### config.mk
export PLATFORM = sky130hd
export DESIGN_NAME = sfx_post_exc
export DESIGN_NICKNAME = d
export VERILOG_FILES = /design/src/rtl/sfx_pkg.sv /design/src/rtl/sfx_post_exc.sv
export SDC_FILE = /design/constraint.sdc
export NUM_CORES = 1
export LEC_CHECK = 0
export ABC_AREA = 1
export BUFFER_PORTS_ARGS = -buffer_cell sky130_fd_sc_hd__buf_2
export CORE_AREA = 2 2 280 282
export DETAILED_ROUTE_END_ITERATION = 16
export DIE_AREA = 0 0 282 284
export SETUP_SLACK_MARGIN = 0.4
export SLEW_MARGIN = 30
export SYNTH_ARGS = -nofsm -noshare
export SYNTH_HDL_FRONTEND = slang
export SYNTH_SLANG_ARGS = --single-unit
### constraint.sdc
create_clock -name core_clk -period 12.1 [get_ports core_clk]
set_input_delay 2.42 -clock core_clk [delete_from_list [all_inputs] [get_ports core_clk]]
set_output_delay 2.42 -clock core_clk [all_outputs]
set_load 0.01 [all_outputs]
### src/rtl/sfx_pkg.sv
// Purpose: constants for the simd fp post-computation exception unit
// Assumes: control/status word layout with flags in [5:0], masks in [12:7], rounding in [14:13]
// Notes: exponents are unbiased, carried as 14-bit signed values
package sfx_pkg;
	// control/status word fields
	localparam int SFX_OE_FLAG_BIT = 3;
	localparam int SFX_UE_FLAG_BIT = 4;
	localparam int SFX_PE_FLAG_BIT = 5;
	localparam int SFX_OM_BIT      = 10;
	localparam int SFX_UM_BIT      = 11;
	localparam int SFX_PM_BIT      = 12;
	localparam int SFX_RC_LSB      = 13;

	// rounding direction codes
	localparam logic [1:0] SFX_RND_NEAR = 2'h0;
	localparam logic [1:0] SFX_RND_DOWN = 2'h1;
	localparam logic [1:0] SFX_RND_UP   = 2'h2;
	localparam logic [1:0] SFX_RND_ZERO = 2'h3;

	// exponent limits, biases and trap scaling
	localparam logic signed [13:0] SFX_EMAX_SP = 14'sh007F;
	localparam logic signed [13:0] SFX_EMAX_DP = 14'sh03FF;
	localparam logic signed [13:0] SFX_EMIN_SP = -14'sh007E;
	localparam logic signed [13:0] SFX_EMIN_DP = -14'sh03FE;
	localparam logic signed [13:0] SFX_BIAS_SP = 14'sh007F;
	localparam logic signed [13:0] SFX_BIAS_DP = 14'sh03FF;
	localparam logic signed [13:0] SFX_ADJ_SP  = 14'sh00C0;
	localparam logic signed [13:0] SFX_ADJ_DP  = 14'sh0600;

	// special encodings
	localparam logic [7:0]  SFX_EXP_MAXF_SP = 8'hFE;
	localparam logic [10:0] SFX_EXP_MAXF_DP = 11'h7FE;
	localparam logic [7:0]  SFX_EXP_INF_SP  = 8'hFF;
	localparam logic [10:0] SFX_EXP_INF_DP  = 11'h7FF;
	localparam logic [51:0] SFX_FRAC_ONES   = 52'hF_FFFF_FFFF_FFFF;

	localparam logic [7:0]  SFX_TRAP_VECTOR = 8'h13;
	localparam int          SFX_LANES       = 4;
endpackage : sfx_pkg

### src/rtl/sfx_post_exc.sv
// Purpose: overflow, underflow and inexact response for packed/scalar simd fp results
// Assumes: pipeline supplies per-lane rounded result with unbounded exponent, plus the
//          bounded (denormalised) result and its inexact bit
// Notes: one cycle from in_valid to out_valid; double uses lanes 0 and 1
`timescale 1ns/1ps

// Operation
// - flag overflow when the rounded result exceeds the largest finite normal value.
// - masked overflow sets overflow and precision and returns infinity or max by mode.
// - unmasked overflow scales the result down by 2^192 or 2^1536, precision if inexact.
// - flag underflow when the unbounded rounded result is below the smallest normal value.
// - masked underflow returns the bounded result, underflow and precision only if inexact.
// - unmasked underflow scales the result up by 2^192 or 2^1536, precision if inexact.
// - detect inexact whenever the exact outcome is not representable.
// - masked inexact returns the bounded rounded result and sets precision.
// - precision may be raised together with masked overflow or masked underflow.
// - the inexact trap is taken only without unmasked overflow or underflow.
// - inexact trap with masked overflow also sets overflow and gives the masked result.
// - inexact trap with masked underflow also sets underflow and gives the masked result.
// - inexact trap alone gives the bounded rounded result and sets precision.
// - rounding direction comes from the control/status word rounding field.
// - any unmasked exception traps through vector 19.
module sfx_post_exc (
	input  wire logic                  core_clk,
	input  wire logic                  nrst,
	input  wire logic                  in_valid,
	input  wire logic                  is_double,
	input  wire logic [3:0]            lane_active,
	input  wire logic [3:0]            lane_special,
	input  wire logic [3:0]            lane_sign,
	input  wire logic [3:0][12:0]      lane_exp,
	input  wire logic [3:0][51:0]      lane_frac,
	input  wire logic [3:0]            lane_inexact,
	input  wire logic [3:0][63:0]      lane_bounded,
	input  wire logic [3:0]            lane_bounded_inexact,
	input  wire logic [31:0]           simd_fp_control_status_reg,
	output logic                       out_valid,
	output logic [127:0]               out_result,
	output logic                       overflow_flag,
	output logic                       underflow_flag,
	output logic                       precision_flag,
	output logic                       overflow_flag_trap,
	output logic                       underflow_trap,
	output logic                       precision_trap,
	output logic                       trap,
	output logic [7:0]                 trap_vector
);
	logic [1:0] rnd;
	logic       om;
	logic       um;
	logic       pm;
	logic [3:0][63:0] lres;
	logic [3:0] loe;
	logic [3:0] lue;
	logic [3:0] lpe;
	logic [3:0] lovf_trap;
	logic [3:0] lunf_trap;

	logic         next_valid;
	logic [127:0] next_result;
	logic         next_oe;
	logic         next_ue;
	logic         next_pe;
	logic         next_ot;
	logic         next_ut;
	logic         next_pt;
	logic         next_trap;
	logic [7:0]   next_vector;

	// control word fields
	assign rnd = simd_fp_control_status_reg[sfx_pkg::SFX_RC_LSB +: 2];
	assign om  = simd_fp_control_status_reg[sfx_pkg::SFX_OM_BIT];
	assign um  = simd_fp_control_status_reg[sfx_pkg::SFX_UM_BIT];
	assign pm  = simd_fp_control_status_reg[sfx_pkg::SFX_PM_BIT];

	for (genvar i = 0; i < sfx_pkg::SFX_LANES; i++) begin : g_lane
		logic signed [13:0] e;
		logic signed [13:0] emax;
		logic signed [13:0] emin;
		logic signed [13:0] bias;
		logic signed [13:0] adj;
		logic signed [13:0] bexp;
		logic               act;
		logic               ovf;
		logic               unf;
		logic               to_max;
		logic               s;
		logic [63:0]        maxf;
		logic [63:0]        inf;
		logic [63:0]        packed_res;
		// lane verdict
		logic [63:0]        l_res;
		logic               l_oe;
		logic               l_ue;
		logic               l_pe;
		logic               l_ot;
		logic               l_ut;

		always_comb begin
			s    = lane_sign[i];
			e    = {lane_exp[i][12], lane_exp[i]};
			emax = is_double ? sfx_pkg::SFX_EMAX_DP : sfx_pkg::SFX_EMAX_SP;
			emin = is_double ? sfx_pkg::SFX_EMIN_DP : sfx_pkg::SFX_EMIN_SP;
			bias = is_double ? sfx_pkg::SFX_BIAS_DP : sfx_pkg::SFX_BIAS_SP;
			adj  = is_double ? sfx_pkg::SFX_ADJ_DP : sfx_pkg::SFX_ADJ_SP;
			// double occupies only the two low lanes
			act  = lane_active[i] & ~lane_special[i] & ~(is_double & (i > 1));
			ovf  = act & (e > emax);
			unf  = act & (e < emin);
			// scaled exponent for the unmasked trap paths
			if (ovf) begin
				bexp = 14'(e - adj + bias);
			end else if (unf) begin
				bexp = 14'(e + adj + bias);
			end else begin
				bexp = 14'(e + bias);
			end
			to_max = (rnd == sfx_pkg::SFX_RND_ZERO) | ((rnd == sfx_pkg::SFX_RND_DOWN) & ~s)
				| ((rnd == sfx_pkg::SFX_RND_UP) & s);
			if (is_double) begin
				maxf       = {s, sfx_pkg::SFX_EXP_MAXF_DP, sfx_pkg::SFX_FRAC_ONES};
				inf        = {s, sfx_pkg::SFX_EXP_INF_DP, 52'h0_0000_0000_0000};
				packed_res = {s, bexp[10:0], lane_frac[i]};
			end else begin
				maxf       = {32'h0000_0000, s, sfx_pkg::SFX_EXP_MAXF_SP,
					sfx_pkg::SFX_FRAC_ONES[51:29]};
				inf        = {32'h0000_0000, s, sfx_pkg::SFX_EXP_INF_SP, 23'h00_0000};
				packed_res = {32'h0000_0000, s, bexp[7:0], lane_frac[i][51:29]};
			end
			l_ot = ovf & ~om;
			l_ut = unf & ~um;
			l_oe = ovf;
			if (ovf & om) begin
				l_res = to_max ? maxf : inf;
				l_ue  = 1'b0;
				l_pe  = 1'b1;
			end else if (ovf) begin
				l_res = packed_res;
				l_ue  = 1'b0;
				l_pe  = lane_inexact[i];
			end else if (unf & um) begin
				l_res = lane_bounded[i];
				l_ue  = lane_bounded_inexact[i];
				l_pe  = lane_bounded_inexact[i];
			end else if (unf) begin
				l_res = packed_res;
				l_ue  = 1'b1;
				l_pe  = lane_inexact[i];
			end else if (act) begin
				l_res = packed_res;
				l_ue  = 1'b0;
				l_pe  = lane_inexact[i];
			end else begin
				// special, inactive or unused lane passes the bounded value through
				l_res = lane_bounded[i];
				l_ue  = 1'b0;
				l_pe  = lane_active[i] & lane_bounded_inexact[i]
					& ~(is_double & (i > 1));
			end
		end

		// one driver per lane slice of the shared vectors
		assign lres[i]      = l_res;
		assign loe[i]       = l_oe;
		assign lue[i]       = l_ue;
		assign lpe[i]       = l_pe;
		assign lovf_trap[i] = l_ot;
		assign lunf_trap[i] = l_ut;
	end

	always_comb begin
		next_valid = in_valid;
		if (is_double) begin
			next_result = {lres[1], lres[0]};
		end else begin
			next_result = {lres[3][31:0], lres[2][31:0], lres[1][31:0], lres[0][31:0]};
		end
		next_oe = in_valid & (|loe);
		next_ue = in_valid & (|lue);
		next_pe = in_valid & (|lpe);
		next_ot = in_valid & (|lovf_trap);
		next_ut = in_valid & (|lunf_trap);
		// inexact trap only without unmasked overflow or underflow anywhere
		next_pt = in_valid & (|lpe) & ~pm & ~(|lovf_trap) & ~(|lunf_trap);
		next_trap = next_ot | next_ut | next_pt;
		// vector only while some cause is unmasked
		if (next_trap) begin
			next_vector = sfx_pkg::SFX_TRAP_VECTOR;
		end else begin
			next_vector = 8'h00;
		end
	end

	// every output leaves from a flop
	always_ff @(posedge core_clk) begin
		if (!nrst) begin
			// all outputs idle while reset is held
			out_valid          <= 1'b0;
			out_result         <= '0;
			overflow_flag      <= 1'b0;
			underflow_flag     <= 1'b0;
			precision_flag     <= 1'b0;
			overflow_flag_trap <= 1'b0;
			underflow_trap     <= 1'b0;
			precision_trap     <= 1'b0;
			trap               <= 1'b0;
			trap_vector        <= 8'h00;
		end else begin
			out_valid          <= next_valid;
			out_result         <= next_result;
			overflow_flag      <= next_oe;
			underflow_flag     <= next_ue;
			precision_flag     <= next_pe;
			overflow_flag_trap <= next_ot;
			underflow_trap     <= next_ut;
			precision_trap     <= next_pt;
			trap               <= next_trap;
			trap_vector        <= next_vector;
		end
	end
endmodule : sfx_post_exc

# == After elaboration in Yosys (flattened, before gate mapping) ==
# Index checks and enable logic that the tools add are counted.
# op_classes
n_addsub,20
bitwise_logic,76
n_mux,79
n_eq_ne,3
order_cmp,8
reduce_logical,5
# ops
operator,count
two-way mux 64 bit,18
two-way mux 32 bit,10
two-way mux 128 bit,1
adder 11 bit,8
adder 8 bit,8
two-way mux 11 bit,5
AND 1 bit,52
greater-than comparator 13 x 11 -> 1 bit,4
< comparator 13 x 11 -> 1 bit,4
two-way mux 24 bit,2
two-way mux 1 bit,36
two-way mux 8 bit,4
subtractor 11 bit,2
two-way mux 10 bit,2
OR reduction 4 bit,5
subtractor 8 bit,2
inverter 1 bit,14
bitwise OR 1 bit,10
two-way mux 5 bit,1
equality test 2 bit (second input constant),2
equality test 2 x 1 -> 1 bit (second input constant),1
# totals
ff_bits,144
inputBits,572

# == Depth between registers and ports, before layout ==
# logic_depth
ltp_word,15
ltp_mapped,23

# == Worst setup path after synthesis ==
# Ideal clock, no wire load.
# synth_timing
path_kind,input -> register
from,input is_double
to,register out_result[62]
path_stages,20
n_path_buf,5
arrival_time_ps,5659
path_slack_ps,6326
cell_sequence,buf_6 -> clkinv_2 -> clkbuf_1 -> clkbuf_1 -> clkbuf_1 -> ha_1 -> clkbuf_2 -> xnor2_1 -> ha_1 -> inv_1 -> nor3_1 -> nand3_1 -> nand4_1 -> nand2_1 -> inv_1 -> o21ai_0 -> nand3_1 -> nand2_1 -> a21oi_1 -> nor2_1
# synth_via
elab_chain_cells,12
word_cells_on_any_way,47
# synth_rtl
item,line,rtl
"start, declared",sfx_post_exc.sv:27,"input wire logic is_double,"
two-way mux 11 bit or two-way mux 10 bit (tied branches),n/a,
adder 11 bit or < comparator 13 x 11 -> 1 bit (tied branches),"sfx_post_exc.sv:114, sfx_post_exc.sv:109",
adder 11 bit or AND 1 bit (tied branches),"sfx_post_exc.sv:114, sfx_post_exc.sv:109",
two-way mux 11 bit,sfx_post_exc.sv:113,end else if (unf) begin
two-way mux 11 bit,sfx_post_exc.sv:111,if (ovf) begin
two-way mux 64 bit,sfx_post_exc.sv:120,if (is_double) begin
two-way mux 64 bit,sfx_post_exc.sv:149,end else if (act) begin
two-way mux 64 bit,sfx_post_exc.sv:145,end else if (unf) begin
two-way mux 64 bit,sfx_post_exc.sv:141,end else if (unf & um) begin
two-way mux 64 bit,sfx_post_exc.sv:137,end else if (ovf) begin
two-way mux 64 bit,sfx_post_exc.sv:133,if (ovf & om) begin
two-way mux 128 bit *,sfx_post_exc.sv:173,if (is_double) begin
"end signal, assigned",sfx_post_exc.sv:210,out_result <= next_result;
"end, declared",sfx_post_exc.sv:38,"output logic [127:0] out_result,"
# Mark *: on every way between the ends. The rest lies on a longest branch, timed or not.
# A chain may end at the register's enable or synchronous reset.

# == Final worst setup path ==
# layout_timing
from,input is_double
to,register out_result[99]
# layout_via
elab_chain_cells,8
word_cells_on_any_way,30
# layout_rtl
item,line
two-way mux 10 bit or inverter 1 bit (tied branches),"sfx_post_exc.sv:103, sfx_post_exc.sv:107"
< comparator 13 x 11 -> 1 bit or AND 1 bit (tied branches),"sfx_post_exc.sv:109, sfx_post_exc.sv:107"
AND 1 bit or two-way mux 32 bit (tied branches),"sfx_post_exc.sv:109, sfx_post_exc.sv:149"
"two-way mux 32 bit, or another cell as far along",sfx_post_exc.sv:145
two-way mux 32 bit or two-way mux 64 bit (tied branches),sfx_post_exc.sv:141
two-way mux 32 bit or two-way mux 64 bit (tied branches),sfx_post_exc.sv:137
two-way mux 32 bit or two-way mux 64 bit (tied branches),sfx_post_exc.sv:133
two-way mux 128 bit *,sfx_post_exc.sv:173
# Marked as above.

==> metrics.yaml <==
critical_path_class: "in -> reg"
finalWirelength_mm: 85.6
dpl.hpwl_mm: 69.9
worstSetupEndpointType: "flip-flop"
hold_end: "out_result[116]"
synth_top_family_by_area: "simple AND/OR/NAND/NOR gates"
setup_viol_count_final: 0
status: "finished clean"
drtPass1Iterations: 5
fin_crit_sh: 0.555
synth_common_cells: "nand2_1, inv_1, a21oi_1"
async_flop_share: 0
rsz0062_at_grt: "false"
post-place-cells: 3816
initial_core_util: 0.189
place.gp.congestion: 0.917
num_io_pins: 716
ant_nets: 0
yosys_warnings: 0
synth_most_common_cell: "nand2_1"
clock_power_share: 0.338
numCtsBuffers: 17
period_minus_slack_ns: 6.71
synth_cell_types: 55
h-tree-depth: 4
critical-path-max-stage-delay_ns: 0.73
min_from: "lane_bounded[212]"
syn_inst: 2312
drive_above_1_share: 0.240
grt_pass1_vias: 16400
drc: 0
drt_iter0_markers: 1150
seq_area_frac_synth: 0.187
synthAdderAreaFrac: 0.161
synthMuxAreaShare: 0.000688
track_usage: 0.205
internal_power_w: 0.00102
p_comb_frac: 0.381
leakage_nw: 10.1
slew_violations: 0
max_freq_ghz: 0.149
synth-compound-area-share: 0.171
ys_ff_latch: 136
p_sw_w: 0.000753
hold_viol_final: 0
min_path_cells: 3
die_h_um: 284
worst_pin_slew_ns: 1.01
clkSlewWorstSetupHoldPaths_ns: 0.08
post_cts_buffers: 0
setup_tns_ns: 0
area_growth_syn_to_layout_pct: 29.2
layoutNonFillerInstCount: 3864
synth_top_area_cell: "dfxtp_1"
routedWlPerCell_um: 22.2
cap_violations: 0
crit_fanout: 42
start_kind: "input pin"
synth_area_leaders: "dfxtp_1, nand2_1, ha_1"
synthSimpleGateAreaFrac: 0.310
p_seq_frac: 0.281
final_nets: 3540
grt_first_pass_wirelength_mm: 117
cts_tree: "yes"
power_w: 0.00177
avgViaCountPerCell: 4.51
switching_share: 0.426
max_slew_margin: 0.321
synth_ff_type: "dfxtp_1"
clockBufferDepth: 2
syn_area_um2: 14600
clock-sinks: 136
post_cts_resized: 0
syn_area_per_cell_um2: 6.30
synth-edff-count: 0
core_um2: 77000
dieArea_um2: 80100
clock-root-buffer: "clkbuf_16"
numPortBuffers: 561
ir_worst_vdd_mv: 0.0821
vias: 17400
ctsHoldBuffers: 0
placementRows: 102
synth_xor_area_frac: 0.0457
fp.dieW_um: 282
grt_antenna_before_repair: 65
yosysTopAreaCellShare: 0.187
hold_path.class: "in -> reg"
crit_chain: "buf_6 -> clkinv_2 -> ha_1 -> inv_2 -> nand2_1 -> nor3_1 -> nand3_1 -> nand4_4 -> nor2_8 -> inv_4 -> nand2_4 -> nor2_2 -> inv_2 -> o21ai_1 -> nand2_1 -> nor2_1"
overflow: 0
worst_path_max_delay_cell: "clkinv_2"
grt_start_max_net_pins: 74
power_density_nw_per_um2: 94.0
required_ns: 12.52
cp.arrival_ns: 7.14
placed cells by master, fill, tap and decap left out, drive strengths merged, types with 17 or more instances in the layout:
cell type	count
nor3	20
ha	149
clkbuf	17
nor2	210
o21ai	133
a21oi	224
xnor2	22
nand3	155
nand4	39
a31oi	27
buf	571
o211ai	48
dfxtp	136
nand2	598
inv	329
fa	24
xor2	54
per-stage QoR:
step	hold WS (ns)	instance area, um2	setup slack, ns	util
final	2.20	18800	5.39	0.244
after floorplan	2.57	14600	6.33	-
after global placement	2.69	18200	4.83	0.236
after global routing	2.19	18800	5.02	0.244
after detailed placement	2.70	18200	4.83	0.236
after CTS	2.15	18800	5.36	0.244
cells by family (layout without fill, tap and decap cells):
group	count (synthesis)	count (layout)
other cells	1	21
mux	1	1
flops	136	136
buf+inv	432	924
fa+ha+maj	173	173
simple gates	1042	1042
xor+xnor	76	76
compound gates	451	451
flip-flops by register name, summed over array words and instances (netlist names):
name	flops
precision_flag	1
overflow_flag	1
trap_vector	1
out_result	128
out_valid	1
overflow_flag_trap	1
underflow_trap	1
underflow_flag	1
precision_trap	1
area by class of cell:
cell class                 count  area [um2]
sequential                   136        2720
timing repair buffer         571        2890
clock buffer                  17         425
tap                         1040        1300
antenna                       16        40.0
inverter                     321        1210
clock inverter                15         176
fill                        8879       58100
multi-input combinational   1748       10000
how the worst max path moves through the flow:
stage                     startpoint             end  slack (ns)  cells after the start
after CTS                  is_double  out_result[99]        5.36                     16
after global placement     is_double  out_result[99]        4.83                     15
final                      is_double  out_result[99]        5.39                     16
after floorplan            is_double  out_result[62]        6.33                     20
after global routing       is_double  out_result[99]        5.02                     16
after detailed placement   is_double  out_result[99]        4.83                     16
worst max-delay path: cells and delay by family:
kind / cells / cell delay (ns)
AOI/OAI and AO/OA: 1 / 0.36
and+or+nand+nor: 9 / 1.73
buffers and inverters: 5 / 1.77
adders and majority gates: 1 / 0.70
metal layers:
metal  track usage  wire length (um)  vias to the layer above
met5             0               410                        -
met4        0.0741              3090                       62
met3        0.0681              8180                      178
met2         0.348             39900                      769
met1         0.239             34000                     7988
li1              -                 -                     8413
power groups by stage:
stage	registers, W	clock network, W	logic [W]
2_1_floorplan	0.000524	0	0.000364
3_3_place_gp	0.000506	0	0.000669
3_5_place_dp	0.000506	0	0.000671
4_1_cts	0.000497	0.000622	0.000675
5_1_grt	0.000500	0.000629	0.000742
6_report	0.000497	0.000599	0.000674
Note: power is estimated with default switching activity, not from simulation.
